**config.mk**
```make
export PLATFORM = sky130hd
export DESIGN_NAME = haptic_brake_cal_regs
export DESIGN_NICKNAME = d
export VERILOG_FILES = /design/src/brake_cal_pkg.sv /design/src/brake_time_calc.sv /design/src/haptic_brake_cal_regs.sv /design/src/min_level_finder.sv
export SDC_FILE = /design/constraint.sdc
export NUM_CORES = 1
export LEC_CHECK = 0
export BUFFER_PORTS_ARGS = -buffer_cell sky130_fd_sc_hd__buf_2
export CAP_MARGIN = 20
export CORE_MARGIN = 3
export CORE_UTILIZATION = 54
export DETAILED_ROUTE_END_ITERATION = 6
export PLACE_DENSITY = 0.78
export SYNTH_ARGS = -nofsm -noshare
export SYNTH_HDL_FRONTEND = slang
export SYNTH_HIERARCHICAL = 1
export SYNTH_SLANG_ARGS = --single-unit
```
**constraint.sdc**
```tcl
create_clock -name CORE_CLK_I -period 5.6 [get_ports CORE_CLK_I]
set_input_delay 0.56 -clock CORE_CLK_I [delete_from_list [all_inputs] [get_ports CORE_CLK_I]]
set_output_delay 0.56 -clock CORE_CLK_I [all_outputs]
set_load 0.05 [all_outputs]
```
**src/brake_cal_pkg.sv**
```systemverilog
package brake_cal_pkg;

   // ********************************************************
   // bus and field widths
   // ********************************************************
   localparam int ADDR_W   = 8;
   localparam int DATA_W   = 8;
   localparam int SAMPLE_W = 8;
   localparam int LEN_W    = 8;
   localparam int STEP_W   = 8;

   // ********************************************************
   // register offsets
   // ********************************************************
   localparam logic [7:0] OFS_BRAKE = 8'h1D;
   localparam logic [7:0] OFS_FS    = 8'h1F;
   localparam logic [7:0] OFS_OD    = 8'h20;
   localparam logic [7:0] OFS_COMP  = 8'h21;
   localparam logic [7:0] OFS_FB    = 8'h22;

   // ********************************************************
   // reset values
   // ********************************************************
   localparam logic [7:0] RST_BRAKE = 8'h00;
   localparam logic [7:0] RST_FS    = 8'h3F;
   localparam logic [7:0] RST_OD    = 8'h89;
   localparam logic [7:0] RST_COMP  = 8'h0D;
   localparam logic [7:0] RST_FB    = 8'h6D;
   localparam logic [7:0] RDATA_IDLE = 8'h00;

   // ********************************************************
   // loss compensation scaling: (impedance * level) >> shift
   // ********************************************************
   localparam int COMP_SHIFT = 8;

endpackage

```
**src/brake_time_calc.sv**
```systemverilog
`timescale 1ns/1ps
module brake_time_calc #(
   parameter int LEN_W  = 8,
   parameter int OFS_W  = 8,
   parameter int STEP_W = 8,
   parameter int MS_W   = LEN_W + 1 + STEP_W
) (
   input  wire logic                    clk_i,
   input  wire logic                    rst_i,
   input  wire logic                    valid_i,
   input  wire logic                    open_loop_i,
   input  wire logic [LEN_W-1:0]        len_i,
   input  wire logic signed [OFS_W-1:0] offset_i,
   input  wire logic [STEP_W-1:0]       step_i,
   output logic [MS_W-1:0]              ms_o,
   output logic                         ready_o
);

   // ********************************************************
   // adjusted length = (nominal + offset) steps, floored at 0
   // ********************************************************
   wire signed [LEN_W+1:0] len_s = signed'({2'b00, len_i});
   wire signed [LEN_W+1:0] ofs_s =
      {{(LEN_W+2-OFS_W){offset_i[OFS_W-1]}}, offset_i};
   wire signed [LEN_W+1:0] sum_s = len_s + ofs_s;
   wire [LEN_W:0] open_steps = (sum_s < 0) ? '0 : sum_s[LEN_W:0];
   wire [LEN_W:0] steps = open_loop_i ? open_steps
                                      : {1'b0, len_i};
   // ms = steps * step period, so in open loop the offset adds offset*step
   wire [MS_W-1:0] ms_next = MS_W'(steps) * MS_W'(step_i);

   // result register
   always_ff @(posedge clk_i) begin
      if (rst_i) begin
         ms_o    <= '0;
         ready_o <= 1'b0;
      end else begin
         ready_o <= valid_i;
         if (valid_i) begin
            ms_o <= ms_next;
         end
      end
   end
endmodule

```
**src/haptic_brake_cal_regs.sv**
```systemverilog
`timescale 1ns/1ps
module haptic_brake_cal_regs (
   input  wire logic                CORE_CLK_I,
   input  wire logic                RST_I,
   input  wire logic [7:0]          REG_ADDR_I,
   input  wire logic [7:0]          REG_WDATA_I,
   input  wire logic                REG_WR_I,
   input  wire logic                REG_RD_I,
   output logic [7:0]               REG_RDATA_O,
   input  wire logic                OPEN_LOOP_I,
   input  wire logic [7:0]          SAMPLE_STEP_PERIOD_I,
   input  wire logic                SCAN_VALID_I,
   input  wire logic                SCAN_FIRST_I,
   input  wire logic                SCAN_LAST_I,
   input  wire logic signed [7:0]   SCAN_SAMPLE_I,
   output logic signed [7:0]        BRAKE_LEVEL_O,
   output logic [16:0]              BRAKE_MS_O,
   output logic                     BRAKE_READY_O,
   input  wire logic [7:0]          DRIVE_REQ_I,
   input  wire logic                AUTO_OD_BRAKE_I,
   output logic [7:0]               DRIVE_LEVEL_O,
   input  wire logic                CAL_DONE_I,
   input  wire logic [7:0]          CAL_IMPEDANCE_I,
   input  wire logic [7:0]          CAL_FEEDBACK_I,
   output logic [7:0]               CAL_REF_LEVEL_O,
   output logic [7:0]               FEEDBACK_GAIN_O
);

   // ********************************************************
   // address decoding
   // ********************************************************

   // true when the bus address selects the given register
   function automatic logic hit(input logic [7:0] addr,
                                input logic [7:0] ofs);
      hit = (addr == ofs);
   endfunction

   logic [7:0] brake_reg;
   logic [7:0] brake_next;
   logic [7:0] fs_reg;
   logic [7:0] fs_next;
   logic [7:0] od_reg;
   logic [7:0] od_next;
   logic [7:0] comp_reg;
   logic [7:0] comp_next;
   logic [7:0] fb_reg;
   logic [7:0] fb_next;
   logic [7:0] rdata_next;
   logic [7:0] drive_next;

   // write selects, one per register
   wire wr_brake = REG_WR_I & hit(REG_ADDR_I, brake_cal_pkg::OFS_BRAKE);
   wire wr_fs    = REG_WR_I & hit(REG_ADDR_I, brake_cal_pkg::OFS_FS);
   wire wr_od    = REG_WR_I & hit(REG_ADDR_I, brake_cal_pkg::OFS_OD);
   wire wr_comp  = REG_WR_I & hit(REG_ADDR_I, brake_cal_pkg::OFS_COMP);
   wire wr_fb    = REG_WR_I & hit(REG_ADDR_I, brake_cal_pkg::OFS_FB);

   // ********************************************************
   // calibration results
   // ********************************************************

   // loss compensation scales impedance by the rated level
   wire [15:0] comp_prod = 16'(CAL_IMPEDANCE_I) * 16'(fs_reg);
   wire [7:0]  comp_calc =
      8'(comp_prod >> brake_cal_pkg::COMP_SHIFT);

   // calibration update wins over a software write in the same cycle
   assign comp_next = CAL_DONE_I ? comp_calc :
                      wr_comp    ? REG_WDATA_I : comp_reg;
   assign fb_next   = CAL_DONE_I ? CAL_FEEDBACK_I :
                      wr_fb      ? REG_WDATA_I : fb_reg;

   // ********************************************************
   // software written parameters
   // ********************************************************
   assign brake_next = wr_brake ? REG_WDATA_I : brake_reg;
   assign fs_next    = wr_fs    ? REG_WDATA_I : fs_reg;
   assign od_next    = wr_od    ? REG_WDATA_I : od_reg;

   // parameter registers
   always_ff @(posedge CORE_CLK_I) begin
      if (RST_I) begin
         brake_reg <= brake_cal_pkg::RST_BRAKE;
         fs_reg    <= brake_cal_pkg::RST_FS;
         od_reg    <= brake_cal_pkg::RST_OD;
      end else begin
         brake_reg <= brake_next;
         fs_reg    <= fs_next;
         od_reg    <= od_next;
      end
   end

   // calibration registers
   always_ff @(posedge CORE_CLK_I) begin
      if (RST_I) begin
         comp_reg <= brake_cal_pkg::RST_COMP;
         fb_reg   <= brake_cal_pkg::RST_FB;
      end else begin
         comp_reg <= comp_next;
         fb_reg   <= fb_next;
      end
   end

   // ********************************************************
   // read path
   // ********************************************************

   // unmapped addresses and idle cycles read as zero
   assign rdata_next =
      !REG_RD_I ? brake_cal_pkg::RDATA_IDLE :
      hit(REG_ADDR_I, brake_cal_pkg::OFS_BRAKE) ? brake_reg :
      hit(REG_ADDR_I, brake_cal_pkg::OFS_FS)    ? fs_reg :
      hit(REG_ADDR_I, brake_cal_pkg::OFS_OD)    ? od_reg :
      hit(REG_ADDR_I, brake_cal_pkg::OFS_COMP)  ? comp_reg :
      hit(REG_ADDR_I, brake_cal_pkg::OFS_FB)    ? fb_reg :
      brake_cal_pkg::RDATA_IDLE;

   // read data stand only in the cycle after the strobe
   always_ff @(posedge CORE_CLK_I) begin
      if (RST_I) begin
         REG_RDATA_O <= brake_cal_pkg::RDATA_IDLE;
      end else begin
         REG_RDATA_O <= rdata_next;
      end
   end

   // ********************************************************
   // braking segment detection and timing
   // ********************************************************
   logic [7:0] brake_len;
   logic       seg_done;

   // finds the most negative level and its length in steps
   min_level_finder #(
      .SAMPLE_W (brake_cal_pkg::SAMPLE_W),
      .CNT_W    (brake_cal_pkg::LEN_W)
   ) u_finder (
      .clk_i    (CORE_CLK_I),
      .rst_i    (RST_I),
      .valid_i  (SCAN_VALID_I),
      .first_i  (SCAN_FIRST_I),
      .last_i   (SCAN_LAST_I),
      .sample_i (SCAN_SAMPLE_I),
      .min_o    (BRAKE_LEVEL_O),
      .len_o    (brake_len),
      .done_o   (seg_done)
   );

   // in open loop, stretches or shortens the segment by the signed offset
   brake_time_calc #(
      .LEN_W       (brake_cal_pkg::LEN_W),
      .OFS_W       (brake_cal_pkg::DATA_W),
      .STEP_W      (brake_cal_pkg::STEP_W)
   ) u_calc (
      .clk_i       (CORE_CLK_I),
      .rst_i       (RST_I),
      .valid_i     (seg_done),
      .open_loop_i (OPEN_LOOP_I),
      .len_i       (brake_len),
      .offset_i    (signed'(brake_reg)),
      .step_i      (SAMPLE_STEP_PERIOD_I),
      .ms_o        (BRAKE_MS_O),
      .ready_o     (BRAKE_READY_O)
   );

   // ********************************************************
   // closed-loop drive limiting
   // ********************************************************

   // overdrive and braking may exceed the rated level up to the clamp
   wire [7:0] drive_cap = AUTO_OD_BRAKE_I ? od_reg : fs_reg;
   assign drive_next = OPEN_LOOP_I ? DRIVE_REQ_I :
                       (DRIVE_REQ_I > drive_cap) ? drive_cap
                                                 : DRIVE_REQ_I;

   // drive level, calibration reference and feedback gain outputs
   always_ff @(posedge CORE_CLK_I) begin
      if (RST_I) begin
         DRIVE_LEVEL_O   <= 8'h00;
         CAL_REF_LEVEL_O <= brake_cal_pkg::RST_FS;
         FEEDBACK_GAIN_O <= brake_cal_pkg::RST_FB;
      end else begin
         DRIVE_LEVEL_O   <= drive_next;
         CAL_REF_LEVEL_O <= fs_reg;
         FEEDBACK_GAIN_O <= fb_reg;
      end
   end
endmodule

```
**src/min_level_finder.sv**
```systemverilog
`timescale 1ns/1ps
module min_level_finder #(
   parameter int SAMPLE_W = 8,
   parameter int CNT_W    = 8
) (
   input  wire logic                       clk_i,
   input  wire logic                       rst_i,
   input  wire logic                       valid_i,
   input  wire logic                       first_i,
   input  wire logic                       last_i,
   input  wire logic signed [SAMPLE_W-1:0] sample_i,
   output logic signed [SAMPLE_W-1:0]      min_o,
   output logic [CNT_W-1:0]                len_o,
   output logic                            done_o
);

   logic signed [SAMPLE_W-1:0] min_reg;
   logic signed [SAMPLE_W-1:0] min_next;
   logic [CNT_W-1:0]           cnt_reg;
   logic [CNT_W-1:0]           cnt_next;

   // ********************************************************
   // track most negative level and how many steps hold it
   // ********************************************************
   wire start    = valid_i & first_i;
   wire lower    = valid_i & ~first_i & (sample_i < min_reg);
   wire equal    = valid_i & ~first_i & (sample_i == min_reg);
   wire cnt_full = &cnt_reg;
   wire finish   = valid_i & last_i;

   assign min_next = (start | lower) ? sample_i : min_reg;
   assign cnt_next = (start | lower) ? CNT_W'(1) :
                     (equal & ~cnt_full) ? cnt_reg + CNT_W'(1) : cnt_reg;

   // running minimum
   always_ff @(posedge clk_i) begin
      if (rst_i) begin
         min_reg <= '0;
         cnt_reg <= '0;
      end else begin
         min_reg <= min_next;
         cnt_reg <= cnt_next;
      end
   end

   // publish the braking segment at the end of the waveform
   always_ff @(posedge clk_i) begin
      if (rst_i) begin
         min_o  <= '0;
         len_o  <= '0;
         done_o <= 1'b0;
      end else begin
         done_o <= finish;
         if (finish) begin
            min_o <= min_next;
            len_o <= cnt_next;
         end
      end
   end
endmodule

```
Word-level counts from Yosys, hierarchy flattened
Index checks and enable logic that the tools add are counted.

storage, ports and cells
  logic and storage cells = 65
  memory bits (writable) = 0
  bits in registers = 123
  ROM bits = 0
  latch bits = 0
  memories kept = 0

operators by class
  multiplexer cells = 17
  reductions and logical operators = 4
  multipliers = 2
  add/sub/neg operators = 2
  shift operators = 0
  eq/ne operators = 6
  bitwise operators = 15
  magnitude comparators = 3
  divide/modulo/power cells = 0

operator list
  kind                   count
  $mux W8                15
  $eq A8 B6 Y1 const B   3
  $mux W9                2
  $mul A9 B8 Y17         1
  $eq A8 B5 Y1 const B   2
  $mul A8 B8 Y16         1
  $and A1 B1 Y1          11
  $add A9 B8 Y10         1
  $lt A10 B1 Y1 const B  1
  $add A8 B1 Y8 const B  1
  $eq A8 B8 Y1           1
  $gt A8 B8 Y1           1
  $lt A8 B8 Y1           1
  $reduce_and A8 Y1      1
  $reduce_bool A2 Y1     2
  $not A1 Y1             3
  $reduce_or A2 Y1       1
  $or A1 B1 Y1           1

Logic depth before layout (Yosys ltp)
Gate-level depths: netlist of the first run.

  depth after elaboration = 6
  mapped depth = 22
  depth with buffers taken out = 22

Modules after synthesis
Netlist of the first run, hierarchy kept.

by module, submodules not included
  module                 cells an instance  area an instance (µm²)  instances
  haptic_brake_cal_regs  562                5101.1                  1
  brake_time_calc        407                3464.6                  1
  min_level_finder       202                1725.4                  1

Worst setup path before layout of the first run
OpenSTA, ideal clock, no wires.

  kind = register to register
  start = register u_finder.len_o[0]
  end = register u_calc.ms_o[15]
  arrival time = 5322 ps
  setup slack = 144 ps
  data required time = 5466 ps
  cell stages (with the launch flop) = 20
  cells stage by stage = dfxtp_1 > ha_1 > fa_1 > a211oi_1 > o21bai_1 > a211o_1 > a41o_1 > and2_1 > fa_1 > inv_1 > fa_1 > fa_1 > inv_1 > fa_1 > ha_1 > a2111o_1 > o21ai_0 > a31oi_1 > xnor2_1 > o22ai_1

between the ends
  word-level cells in the longest chain between the ends = 5

RTL lines
  what                    RTL line                RTL
  from (decl)             min_level_finder.sv:13  output logic [CNT_W-1:0] len_o,
  from (signal assigned)  min_level_finder.sv:56  len_o <= cnt_next;
  $add A9 B8 Y10          brake_time_calc.sv:25   wire signed [LEN_W+1:0] sum_s = len_s + ofs_s;
  $lt A10 B1 Y1           brake_time_calc.sv:26   wire [LEN_W:0] open_steps = (sum_s < 0) ? '0 : sum_s[LEN_W:0];
  $mux W9                 brake_time_calc.sv:26
  $mux W9 *               brake_time_calc.sv:27   wire [LEN_W:0] steps = open_loop_i ? open_steps
  $mul A9 B8 Y17 *        brake_time_calc.sv:30   wire [MS_W-1:0] ms_next = MS_W'(steps) * MS_W'(step_i);
  to (signal assigned)    brake_time_calc.sv:40   ms_o <= ms_next;
  to (decl)               brake_time_calc.sv:15   output logic [MS_W-1:0] ms_o,

Every way passes the cells marked *; elsewhere a longest branch is shown, timed or not.
A chain may end at the register's enable or synchronous reset.

Worst setup path after layout of the first run
  start = register brake_reg[6]
  end = register u_calc.ms_o[10]

between the ends
  word-level cells in the longest chain between the ends = 5

RTL lines
  what                    RTL line                     RTL
  from (decl)             haptic_brake_cal_regs.sv:39  logic [7:0] brake_reg;
  from (signal assigned)  haptic_brake_cal_regs.sv:84  brake_reg <= brake_cal_pkg::RST_BRAKE;
  from (signal assigned)  haptic_brake_cal_regs.sv:88  brake_reg <= brake_next;
  $add A9 B8 Y10 *        brake_time_calc.sv:25
  $lt A10 B1 Y1           brake_time_calc.sv:26
  $mux W9 *               brake_time_calc.sv:26
  $mux W9 *               brake_time_calc.sv:27
  $mul A9 B8 Y17 *        brake_time_calc.sv:30

Marked as above.

==> metrics.log, run 1 <==
[metrics] outcome: finished, violations left
[metrics] violations in the final reports: setup timing
[metrics] type of element capturing the critical path: register
[metrics] syn nets: 1411
[metrics] width of the die: 144 microns
[metrics] hold buffer count at cts: 0
[metrics] TritonCTS buffer count: 17
[metrics] Flop pwr share: 0.340
[metrics] cell count of the worst reg-to-reg path: 23
[metrics] relative max-transition margin: 0.419
[metrics] RSZ-0062 raised after global routing: true
[metrics] Finished Core Util: 0.672
[metrics] leading register cell type out of synthesis: sky130_fd_sc_hd__dfxtp_1
[metrics] Reg clk slew, reported paths: 0.06 ns
[metrics] layout cell share with drive strength beyond 1: 0.220
[metrics] Setup TNS Final: -0.0708 ns
[metrics] final RePlAce weighted congestion: 0.921
[metrics] Skew-Pair Late Insertion Delay: 0.42 ns
[metrics] Port Buffer Count: 123
[metrics] Maximum Capacitance Violations: 0
[metrics] number of DRC markers in iteration 0: 750
[metrics] number of flip-flops under the largest register name: 17
[metrics] Crit Path Max Fanout: 7
[metrics] Cells after Synth: 1171
[metrics] post-DR wirelength/cell: 17.6 microns
[metrics] global routing usage on met2: 0.414
[metrics] TritonCTS clock tree: done
[metrics] sequential-to-total area share from yosys stat: 0.239
[metrics] Leak: 5.66 nW
[metrics] final hold violation count: 0
[metrics] pin count of the biggest net entering global routing: 81
[metrics] met1 routing resource usage after global routing: 0.364
[metrics] crit share post-route: 1.01
[metrics] Core Footprint: 0.0183 sq mm
[metrics] R2R setup slack: -0.03 ns
[metrics] leading post-synthesis cells by cell area: sky130_fd_sc_hd__dfxtp_1, sky130_fd_sc_hd__fa_1, sky130_fd_sc_hd__ha_1
[metrics] crit path setup slack, layout: -0.0329 ns
[metrics] data required time at the worst endpoint: 5.87 ns
[metrics] number of different library cells in the post-synthesis netlist: 65
[metrics] area of the die: 0.0208 sq mm
[metrics] Mean Syn Cell Area: 8.79 sq um
[metrics] number of iterations in the first detailed-routing pass: 5
[metrics] # IOs: 124
[metrics] residual DRC count: 0
[metrics] Final Cell Area: 0.0123 sq mm
[metrics] Setup-failing EPs final: 5
[metrics] FF+latch count, synth: 123
[metrics] Post-synth EDFFs: 0
[metrics] total routing resource utilization after global routing: 0.258
[metrics] Final HPWL DP: 19600 microns
[metrics] post-detailed-placement cell area: 0.0113 sq mm
[metrics] startpoint of the lowest-slack hold path: CAL_FEEDBACK_I[5]
[metrics] post-synth top area cell: sky130_fd_sc_hd__dfxtp_1
[metrics] fin crit period: 5.63 ns
[metrics] cell with the most instances after synthesis: sky130_fd_sc_hd__dfxtp_1
[metrics] initial antenna violation count: 0
[metrics] Total Nets Final: 1556
[metrics] height of the die: 144 microns
[metrics] met3 Use GR: 0.0456
[metrics] top-area cell type share of the netlist area: 0.239
[metrics] final setup skew: 0.00856 ns
[metrics] type of origin of the critical path: register
[metrics] Setup Slack @ Placement: -0.154 ns
[metrics] first-pass GRT wire length: 43100 microns
[metrics] WP data arrival: 5.91 ns
[metrics] critical path capture point: u_calc/ms_o[10]
[metrics] grt peak-use layer: met2
[metrics] cell chosen for the clock root: sky130_fd_sc_hd__clkbuf_16
[metrics] number of rows in the core area: 49
[metrics] worst reg2reg path endpoint: u_calc/ms_o[10]
[metrics] Via-to-Cell Ratio: 5.77
[metrics] CTS H-tree lvls: 4
[metrics] GR Overflow Total: 0
[metrics] number of antenna repair diodes: 0
[metrics] transition time of the tightest slew-check pin: 0.872 ns
[metrics] CP Class: register to register
[metrics] launch point of the worst path: brake_reg[6]
[metrics] clk sink count: 123
[metrics] Total Power Consumption: 2.79 mW
[metrics] starting utilization of the core area: 0.561
[metrics] Synth Warn #: 6
[metrics] total power density per cell area: 227 mW/mm^2
[metrics] startpoint of the worst register-to-register path: brake_reg[6]
[metrics] count of antenna-violating nets left after detailed routing: 0
[metrics] total number of vias: 8996
[metrics] f_max: 178 MHz
[metrics] fraction of registers with async set/reset: 0
[metrics] switching portion of total power: 0.312
[metrics] Netlist Area Pre-Place: 0.0103 sq mm
[metrics] type of the worst min-delay path: input pin to register
[metrics] register with the highest flop count: u_calc/ms_o
[metrics] number of global-route vias before repair: 8704
[metrics] Psw: 870 uW
[metrics] maximum count of clock buffers along a single path: 2
[metrics] design internal power: 1.92 mW
[metrics] combinational power share: 0.261
[metrics] most common library cells after synthesis: sky130_fd_sc_hd__dfxtp_1, sky130_fd_sc_hd__inv_1, sky130_fd_sc_hd__nand2_1
[metrics] WL final: 27500 microns
[metrics] fraction of power consumed by the clock network: 0.399
[metrics] number of slew-limit violations in the final report: 0
[metrics] largest vdd supply drop: 201 uV
[metrics] synthesis-to-finish area growth: 19.6%
[cells by family after synthesis]
family,after synthesis,share of synthesized area
AO/OA/AOI/OAI,195,0.131
adder cells (fa/ha/maj),174,0.268
buffers and inverters,160,0.0629
XOR/XNOR,23,0.0196
multiplexers,49,0.0484
AND/OR/NAND/NOR,447,0.231
flip-flops,123,0.239
[stage by stage]
stage          hold WS [ns]  std cells
3_5_place_dp          0.468       1511
3_3_place_gp          0.467       1511
5_1_grt               0.426       1558
2_1_floorplan         0.438       1171
6_report              0.408       1558
4_1_cts               0.386       1544
[worst max-delay path, cell delays in order (launching register included)]
cell,delay (ns)
sky130_fd_sc_hd__dfxtp_2,0.34
sky130_fd_sc_hd__ha_4,0.24
sky130_fd_sc_hd__a21o_1,0.20
sky130_fd_sc_hd__a21o_1,0.18
sky130_fd_sc_hd__or2_4,0.27
sky130_fd_sc_hd__o221ai_4,0.34
sky130_fd_sc_hd__buf_6,0.16
sky130_fd_sc_hd__a31o_4,0.17
sky130_fd_sc_hd__buf_6,0.11
sky130_fd_sc_hd__nand2_2,0.05
sky130_fd_sc_hd__fa_1,0.49
sky130_fd_sc_hd__fa_1,0.54
sky130_fd_sc_hd__inv_2,0.04
sky130_fd_sc_hd__fa_1,0.50
sky130_fd_sc_hd__inv_2,0.05
sky130_fd_sc_hd__fa_1,0.49
sky130_fd_sc_hd__inv_2,0.05
sky130_fd_sc_hd__ha_4,0.22
sky130_fd_sc_hd__o21ai_0,0.34
sky130_fd_sc_hd__a21oi_1,0.14
sky130_fd_sc_hd__nand2_1,0.16
sky130_fd_sc_hd__buf_4,0.13
sky130_fd_sc_hd__xor2_1,0.16
sky130_fd_sc_hd__a211oi_1,0.09
[cells in the final DEF, fill, tap and decap left out, types with 7 or more instances in the layout]
cell                        Yosys  routed
sky130_fd_sc_hd__nand4_1       18      18
sky130_fd_sc_hd__nor2b_1       40      39
sky130_fd_sc_hd__and2_4         1       7
sky130_fd_sc_hd__fa_1          78      76
sky130_fd_sc_hd__xor2_1         8       8
sky130_fd_sc_hd__nand3_1       28      28
sky130_fd_sc_hd__nor3_1        23      23
sky130_fd_sc_hd__nor2_1        83      82
sky130_fd_sc_hd__a211oi_1      20      17
sky130_fd_sc_hd__dfxtp_1      123     115
sky130_fd_sc_hd__nor3b_1        7       7
sky130_fd_sc_hd__ha_4           0      12
sky130_fd_sc_hd__o2bb2ai_1      7       7
sky130_fd_sc_hd__and2_1        93      87
sky130_fd_sc_hd__a21o_1        13      13
sky130_fd_sc_hd__o21ai_0       32      28
sky130_fd_sc_hd__xnor2_1       15      15
sky130_fd_sc_hd__a21oi_1       51      49
sky130_fd_sc_hd__clkbuf_16      0      17
sky130_fd_sc_hd__nand3b_1      14      14
sky130_fd_sc_hd__o311a_1        9       9
sky130_fd_sc_hd__mux2i_1       43      43
sky130_fd_sc_hd__buf_2          1     122
sky130_fd_sc_hd__nand2_1       97      96
sky130_fd_sc_hd__ha_1          96      82
sky130_fd_sc_hd__buf_4          0      49
sky130_fd_sc_hd__or2_2         12      12
sky130_fd_sc_hd__nand2b_1       7       7
sky130_fd_sc_hd__a211o_1        8       8
sky130_fd_sc_hd__inv_1        108     103
sky130_fd_sc_hd__o31ai_1       16      15
[worst min path at each step]
| stage | depth (start not counted) | to | slack (ns) |
|---|---|---|---|
| 2_1_floorplan | 2 | REG_RDATA_O[0] | 0.44 |
| 3_3_place_gp | 2 | brake_reg[4] | 0.47 |
| 3_5_place_dp | 2 | brake_reg[4] | 0.47 |
| 4_1_cts | 3 | fb_reg[5] | 0.39 |
| 5_1_grt | 3 | fb_reg[0] | 0.43 |
| 6_report | 3 | fb_reg[5] | 0.41 |
[power by group through the flow]
stage / Clock, mW / Combinational (mW) / Sequential (mW)
after global placement: 0 / 0.692 / 0.965
after global routing: 1.16 / 0.824 / 0.952
after CTS: 1.12 / 0.721 / 0.948
after detailed placement: 0 / 0.714 / 0.967
final: 1.11 / 0.729 / 0.948
after floorplan: 0 / 0.501 / 0.999
[metal layers]
metal	share of wire	wire length [microns]	vias up
li1	-	-	4300
met1	0.46	12600	4366
met4	0.015	418	0
met3	0.056	1540	45
met2	0.47	12900	285
met5	0	0	-
[timing repair]
| item | 4_1_cts | 5_1_grt |
|---|---|---|
| setup buffers | 1 | 14 |
| setup endpoints to repair | 7 | 9 |
| resized for setup | 9 | 66 |
| pin swaps | 4 | 62 |
[cell type report]
class                   count  area (sq um)
multi-input cells         888          7500
fillers                  1464          6020
flip-flops and latches    123          2480
repair buffers            177          1050
clock buffers              22           484
inverters                 109           409
well taps                 229           287
clock inverters            10           114
Note: power is estimated with default switching activity, not from simulation.
==> inputs of run 2 (changes only) <==
--- a/config.mk
+++ b/config.mk
@@ -7,10 +7,12 @@
 export LEC_CHECK = 0
 export BUFFER_PORTS_ARGS = -buffer_cell sky130_fd_sc_hd__buf_2
 export CAP_MARGIN = 20
+export CELL_PAD_IN_SITES_DETAIL_PLACEMENT = 0
+export CELL_PAD_IN_SITES_GLOBAL_PLACEMENT = 1
 export CORE_MARGIN = 3
-export CORE_UTILIZATION = 54
+export CORE_UTILIZATION = 41
 export DETAILED_ROUTE_END_ITERATION = 6
-export PLACE_DENSITY = 0.78
+export PLACE_DENSITY_LB_ADDON = 0.1
 export SYNTH_ARGS = -nofsm -noshare
 export SYNTH_HDL_FRONTEND = slang
 export SYNTH_HIERARCHICAL = 1
==> run 2 against run 1 <==
The flow now finishes without violations. Sequential share of layout area decreased by 0.36 points. Power increased by 1.3%. Fmax increased by 3.8%. Critical endpoint is now u_calc/ms_o[12]. Largest power group unchanged.
==> metrics.log, run 2 (synthesized netlist as in run 1, its figures left out) <==
[metrics] outcome: finished clean
[metrics] commonest non-fill, non-tap cells in the layout: sky130_fd_sc_hd__buf_2, sky130_fd_sc_hd__dfxtp_1, sky130_fd_sc_hd__inv_1
[metrics] Via-to-Cell Ratio: 5.23
[metrics] number of flip-flops under the largest register name: 17
[metrics] type of the worst min-delay path: input pin to register
[metrics] number of antenna repair diodes: 0
[metrics] number of rows in the core area: 57
[metrics] largest vdd supply drop: 156 uV
[metrics] Setup-failing EPs final: 0
[metrics] synthesis-to-finish area growth: 21.5%
[metrics] fill cell total of the finished layout: 2366
[metrics] DRT met1 WL: 14300 microns
[metrics] count of antenna-violating nets left after detailed routing: 0
[metrics] Total Power Consumption: 2.82 mW
[metrics] post-DR wirelength/cell: 16.7 microns
[metrics] f_max: 184 MHz
[metrics] crit share post-route: 0.969
[metrics] total routing resource utilization after global routing: 0.210
[metrics] residual DRC count: 0
[metrics] height of the die: 164 microns
[metrics] maximum count of clock buffers along a single path: 2
[metrics] starting utilization of the core area: 0.421
[metrics] number of DRC markers in iteration 0: 461
[metrics] Final Cell Area: 0.0125 sq mm
[metrics] layout cell share with drive strength beyond 1: 0.223
[metrics] Finished Core Util: 0.511
[metrics] Routed met2 length: 12100 microns
[metrics] CP Class: register to register
[metrics] area of the multi-input gates: 0.00749 sq mm
[metrics] post-detailed-placement cell area: 0.0115 sq mm
[metrics] fin crit period: 5.43 ns
[metrics] type of element capturing the critical path: register
[metrics] width of the die: 164 microns
[metrics] Reg clk slew, reported paths: 0.06 ns
[metrics] pin count of the biggest net entering global routing: 50
[metrics] area of the die: 0.0270 sq mm
[metrics] Final HPWL DP: 20800 microns
[metrics] data required time at the worst endpoint: 5.95 ns
[metrics] first-pass GRT wire length: 45000 microns
[metrics] number of slew-limit violations in the final report: 0
[metrics] detailed-routed wire length on met3: 1260 microns
[metrics] WP data arrival: 5.78 ns
[metrics] number of global-route vias before repair: 8535
[metrics] TritonCTS buffer count: 17
[metrics] type of origin of the critical path: register
[metrics] most frequent standard cell in the layout excluding fill and tap cells: sky130_fd_sc_hd__buf_2
[metrics] Leak: 5.74 nW
[metrics] Total Nets Final: 1568
[metrics] register with the highest flop count: u_calc/ms_o
[metrics] Maximum Capacitance Violations: 0
[metrics] cell count of the worst reg-to-reg path: 22
[metrics] WL final: 27800 microns
[metrics] hold buffer count at cts: 0
[metrics] # IOs: 124
[metrics] initial antenna violation count: 1
[metrics] Port Buffer Count: 123
[metrics] final RePlAce weighted congestion: 0.832
[metrics] final hold violation count: 0
[metrics] TritonCTS clock tree: done
[metrics] relative max-transition margin: 0.424
[metrics] Core Footprint: 0.0245 sq mm
[metrics] DR top layer: met5
[metrics] Skew-Pair Late Insertion Delay: 0.43 ns
[metrics] GR Overflow Total: 0
[metrics] CTS H-tree lvls: 4
[metrics] clk sink count: 123
[metrics] FF+latch area: 0.00247 sq mm
[metrics] transition time of the tightest slew-check pin: 0.864 ns
[metrics] number of iterations in the first detailed-routing pass: 5
[metrics] cell chosen for the clock root: sky130_fd_sc_hd__clkbuf_16
[metrics] total power density per cell area: 226 mW/mm^2
[metrics] worst hold path cell count: 3
[metrics] final setup skew: 0.0208 ns
[metrics] Crit Path Max Fanout: 6
[metrics] total number of vias: 8701
-- run 2: metrics by stage --
stage	worst slack, ns	TNS (ns)	hold WS [ns]	cells
after floorplan	0.144	0	0.438	1171
after global placement	-0.0772	-0.147	0.465	1624
after detailed placement	-0.195	-0.657	0.470	1624
after CTS	0.0236	0	0.384	1657
after global routing	-0.0165	-0.0276	0.391	1665
final	0.173	0	0.402	1665
-- run 2: power by group --
group | switching (mW) | total [mW] | leakage (nW) | internal [mW]
logic | 0.430 | 0.734 | 4.45 | 0.304
clock network | 0.479 | 1.15 | 0.286 | 0.667
registers | 0.0282 | 0.945 | 1.00 | 0.917
total | 0.936 | 2.82 | 5.74 | 1.89
-- run 2: final cells by class --
cell class / instances / share of cell area
clock inverters: 14 / 0.0128
inverters: 109 / 0.0327
multi-input cells: 888 / 0.599
flip-flops and latches: 123 / 0.198
clock buffers: 18 / 0.0343
repair buffers: 189 / 0.0913
well taps: 324 / 0.0324
-- run 2: what timing repair did --
action / CTS / global route
endpoints found under the setup margin: 6 / 10
setup buffers: 1 / 8
pin swaps: 3 / 51
hold endpoints to repair: 0 / 0
resized for setup: 10 / 60
-- run 2: final timing paths --
check	slack, ns	end	start
min reg2reg	0.47	FEEDBACK_GAIN_O[4]	fb_reg[4]
max	0.17	u_calc/ms_o[12]	u_finder/len_o[1]
max reg2reg	0.17	u_calc/ms_o[12]	u_finder/len_o[1]
min	0.40	fb_reg[0]	CAL_FEEDBACK_I[0]
-- run 2: metal layers --
layer  GRT usage  vias to the layer above
li1            -                     4317
met1       0.321                     4186
met2       0.317                      183
met3      0.0329                       13
met4      0.0313                        2
met5           0                        -
-- run 2: worst max-delay path, cell delays in order (launching register included) --
cell and delay (ns):
sky130_fd_sc_hd__dfxtp_4 0.35, sky130_fd_sc_hd__ha_1 0.27, sky130_fd_sc_hd__a21o_1 0.16, sky130_fd_sc_hd__nand4_1 0.16, sky130_fd_sc_hd__a21oi_2 0.26, sky130_fd_sc_hd__o221ai_4 0.17
sky130_fd_sc_hd__buf_12 0.17, sky130_fd_sc_hd__a31o_4 0.26, sky130_fd_sc_hd__and2_4 0.17, sky130_fd_sc_hd__fa_1 0.50, sky130_fd_sc_hd__fa_1 0.51, sky130_fd_sc_hd__fa_1 0.49
sky130_fd_sc_hd__inv_1 0.05, sky130_fd_sc_hd__fa_1 0.49, sky130_fd_sc_hd__inv_2 0.05, sky130_fd_sc_hd__ha_4 0.23, sky130_fd_sc_hd__a211oi_2 0.21, sky130_fd_sc_hd__o211ai_1 0.19
sky130_fd_sc_hd__buf_4 0.19, sky130_fd_sc_hd__a21boi_4 0.15, sky130_fd_sc_hd__xnor2_1 0.14, sky130_fd_sc_hd__mux2i_1 0.09, sky130_fd_sc_hd__nor2_1 0.10
==> inputs of run 3 (changes only) <==
--- a/config.mk
+++ b/config.mk
@@ -5,14 +5,15 @@
 export SDC_FILE = /design/constraint.sdc
 export NUM_CORES = 1
 export LEC_CHECK = 0
-export BUFFER_PORTS_ARGS = -buffer_cell sky130_fd_sc_hd__buf_2
 export CAP_MARGIN = 20
 export CELL_PAD_IN_SITES_DETAIL_PLACEMENT = 0
 export CELL_PAD_IN_SITES_GLOBAL_PLACEMENT = 1
 export CORE_MARGIN = 3
-export CORE_UTILIZATION = 41
+export CORE_UTILIZATION = 45
 export DETAILED_ROUTE_END_ITERATION = 6
+export DONT_BUFFER_PORTS = 1
 export PLACE_DENSITY_LB_ADDON = 0.1
+export RECOVER_POWER = 50
 export SYNTH_ARGS = -nofsm -noshare
 export SYNTH_HDL_FRONTEND = slang
 export SYNTH_HIERARCHICAL = 1
==> run 3 against run 2 <==
First-iteration DRC count is 7.2% higher. Register-to-register slack got worse by 0.02 ns. Fmax is 0.34% lower. Critical path depth rose by 1. Clock skew down 0.011 ns. Power is 4.3% lower. Sequential cell count stayed put. Clock-buffer cell count unchanged. Clock power is essentially flat. Global-route usage increased by 0.42 points. Non-clock buffer count is 145 lower. Critical path type unchanged.
==> metrics.log, run 3 (synthesized netlist as in run 1, its figures left out) <==
[metrics] grt peak-use layer: met1
[metrics] area of the multi-input gates: 0.00739 sq mm
[metrics] WL final: 26100 microns
[metrics] global routing usage on met2: 0.317
[metrics] total routing resource utilization after global routing: 0.214
[metrics] number of iterations in the first detailed-routing pass: 5
[metrics] Finished Core Util: 0.520
[metrics] outcome: finished clean
[metrics] fin crit period: 5.45 ns
[metrics] most frequent standard cell in the layout excluding fill and tap cells: sky130_fd_sc_hd__dfxtp_1
[metrics] Setup Slack @ Placement: -0.0993 ns
[metrics] largest vdd supply drop: 194 uV
[metrics] f_max: 184 MHz
[metrics] GR Overflow Total: 0
[metrics] # IOs: 124
[metrics] type of the worst min-delay path: input pin to register
[metrics] number of DRC markers in iteration 0: 494
[metrics] TritonCTS buffer count: 17
[metrics] maximum count of clock buffers along a single path: 2
[metrics] slowest stage delay, CP: 0.54 ns
[metrics] relative max-transition margin: 0.0757
[metrics] smallest hold slack: 0.220 ns
[metrics] Total Nets Final: 1423
[metrics] final RePlAce weighted congestion: 0.831
[metrics] CTS H-tree lvls: 4
[metrics] CP Class: register to register
[metrics] Final HPWL DP: 19400 microns
[metrics] layout cell share with drive strength beyond 1: 0.112
[metrics] Maximum Capacitance Violations: 0
[metrics] count of antenna-violating nets left after detailed routing: 0
[metrics] Setup TNS Final: 0 ns
[metrics] Reg clk slew, reported paths: 0.07 ns
[metrics] type of origin of the critical path: register
[metrics] Total Power Consumption: 2.70 mW
[metrics] fill cell total of the finished layout: 2140
[metrics] cell family contributing the most delay on the critical path: adder cells
[metrics] height of the die: 157 microns
[metrics] RSZ-0062 raised after global routing: true
[metrics] pin count of the biggest net entering global routing: 123
[metrics] final setup skew: 0.00967 ns
[metrics] data required time at the worst endpoint: 5.90 ns
[metrics] WP data arrival: 5.75 ns
[metrics] crit share post-route: 0.972
[metrics] Leak: 5.05 nW
[metrics] critical path buffer and inverter count: 5
[metrics] number of rows in the core area: 54
[metrics] number of slew-limit violations in the final report: 0
[metrics] type of element capturing the critical path: register
[metrics] Via-to-Cell Ratio: 5.51
[metrics] number of flip-flops under the largest register name: 17
[metrics] Core Footprint: 0.0222 sq mm
[metrics] width of the die: 157 microns
[metrics] slowest library cell on the worst path: sky130_fd_sc_hd__fa_1
[metrics] initial antenna violation count: 0
[metrics] met1 routing resource usage after global routing: 0.317
[metrics] final hold violation count: 0
[metrics] Setup-failing EPs final: 0
[metrics] first-pass GRT wire length: 42100 microns
[metrics] clk sink count: 123
[metrics] TritonCTS clock tree: done
[metrics] crit path setup slack, layout: 0.155 ns
[metrics] commonest non-fill, non-tap cells in the layout: sky130_fd_sc_hd__dfxtp_1, sky130_fd_sc_hd__inv_1, sky130_fd_sc_hd__nand2_1
[metrics] number of global-route vias before repair: 7832
[metrics] CP cell instances: ha_1, a21o_1, nand4_1, a21oi_2, o221ai_4, buf_12, a31o_4, buf_4, and2_1, fa_1, fa_1, ha_1, inv_1, fa_1, inv_1, ha_1, nor2b_1, o31a_1, buf_4, o21ai_2, nand2b_1, xnor2_1, o22ai_1
[metrics] Skew-Pair Late Insertion Delay: 0.42 ns
[metrics] synthesis-to-finish area growth: 12.0%
[metrics] register with the highest flop count: u_calc/ms_o
[metrics] residual DRC count: 0
[metrics] post-DR wirelength/cell: 17.7 microns
[metrics] Crit Path Max Fanout: 8
[metrics] cell chosen for the clock root: sky130_fd_sc_hd__clkbuf_16
[metrics] Port Buffer Count: 0
[metrics] number of antenna repair diodes: 0
[metrics] starting utilization of the core area: 0.464
[metrics] total number of vias: 8133
[metrics] area of the die: 0.0247 sq mm
[metrics] transition time of the tightest slew-check pin: 1.37 ns
[metrics] total power density per cell area: 234 mW/mm^2
[metrics] FF+latch area: 0.00247 sq mm
[metrics] met3 Use GR: 0.0443
-- run 3: cell types whose count changed in the layout (fill, tap and decap cells not counted), moves of 4 or more --
cell	previous run	this run
sky130_fd_sc_hd__buf_2	122	0
sky130_fd_sc_hd__buf_4	62	38
sky130_fd_sc_hd__buf_6	4	0
sky130_fd_sc_hd__clkbuf_1	1	5
sky130_fd_sc_hd__inv_1	104	108
sky130_fd_sc_hd__inv_2	4	0
-- run 3: area by class of cell --
| class | count | area share |
|---|---|---|
| Clock buffer | 18 | 0.0381 |
| Tap cell | 280 | 0.0304 |
| Multi-Input combinational cell | 888 | 0.641 |
| Clock inverter | 14 | 0.0131 |
| Sequential cell | 123 | 0.214 |
| Inverter | 109 | 0.0355 |
| Timing Repair Buffer | 44 | 0.0281 |
-- run 3: worst reg2reg max path, cell delays in order, from the launching register on --
cell and delay, ns:
sky130_fd_sc_hd__dfxtp_4 0.36, sky130_fd_sc_hd__ha_1 0.28, sky130_fd_sc_hd__a21o_1 0.15, sky130_fd_sc_hd__nand4_1 0.16, sky130_fd_sc_hd__a21oi_2 0.24, sky130_fd_sc_hd__o221ai_4 0.15, sky130_fd_sc_hd__buf_12 0.16, sky130_fd_sc_hd__a31o_4 0.24
sky130_fd_sc_hd__buf_4 0.15, sky130_fd_sc_hd__and2_1 0.16, sky130_fd_sc_hd__fa_1 0.40, sky130_fd_sc_hd__fa_1 0.49, sky130_fd_sc_hd__ha_1 0.29, sky130_fd_sc_hd__inv_1 0.06, sky130_fd_sc_hd__fa_1 0.54, sky130_fd_sc_hd__inv_1 0.04
sky130_fd_sc_hd__ha_1 0.35, sky130_fd_sc_hd__nor2b_1 0.17, sky130_fd_sc_hd__o31a_1 0.31, sky130_fd_sc_hd__buf_4 0.17, sky130_fd_sc_hd__o21ai_2 0.10, sky130_fd_sc_hd__nand2b_1 0.07, sky130_fd_sc_hd__xnor2_1 0.20, sky130_fd_sc_hd__o22ai_1 0.09
-- run 3: repair_timing --
item,CTS,global route
gates resized for setup,7,41
buffers inserted,0,3
hold buffers,0,0
gates cloned,0,0
setup endpoints to repair,6,10
pin swaps,1,39
-- run 3: power breakdown --
| group | total (mW) | switching, mW | leakage (nW) | internal, mW |
|---|---|---|---|---|
| registers | 0.995 | 0.0783 | 1.00 | 0.917 |
| clock network | 1.12 | 0.478 | 0.285 | 0.642 |
| logic | 0.588 | 0.314 | 3.76 | 0.274 |
-- run 3: through the flow --
| step | area, sq um | std cells |
|---|---|---|
| floorplan | 10300 | 1171 |
| global placement | 10700 | 1441 |
| detailed placement | 10700 | 1441 |
| CTS | 11300 | 1473 |
| global route | 11500 | 1476 |
| finish | 11500 | 1476 |
-- run 3: final timing paths --
path,from,slack [ns],depth (start not counted),end
setup / recovery,u_finder/len_o[1],0.15,23,u_calc/ms_o[9]
hold reg to reg,fb_reg[7],0.49,1,FEEDBACK_GAIN_O[7]
hold / removal,RST_I,0.22,1,FEEDBACK_GAIN_O[7]
setup reg to reg,u_finder/len_o[1],0.15,23,u_calc/ms_o[9]
-- run 3: routing by layer --
metal,routed length (microns),vias to the layer above
met5,0,-
met4,367,0
met3,1340,24
met2,11300,160
met1,13100,3924
li1,-,4025
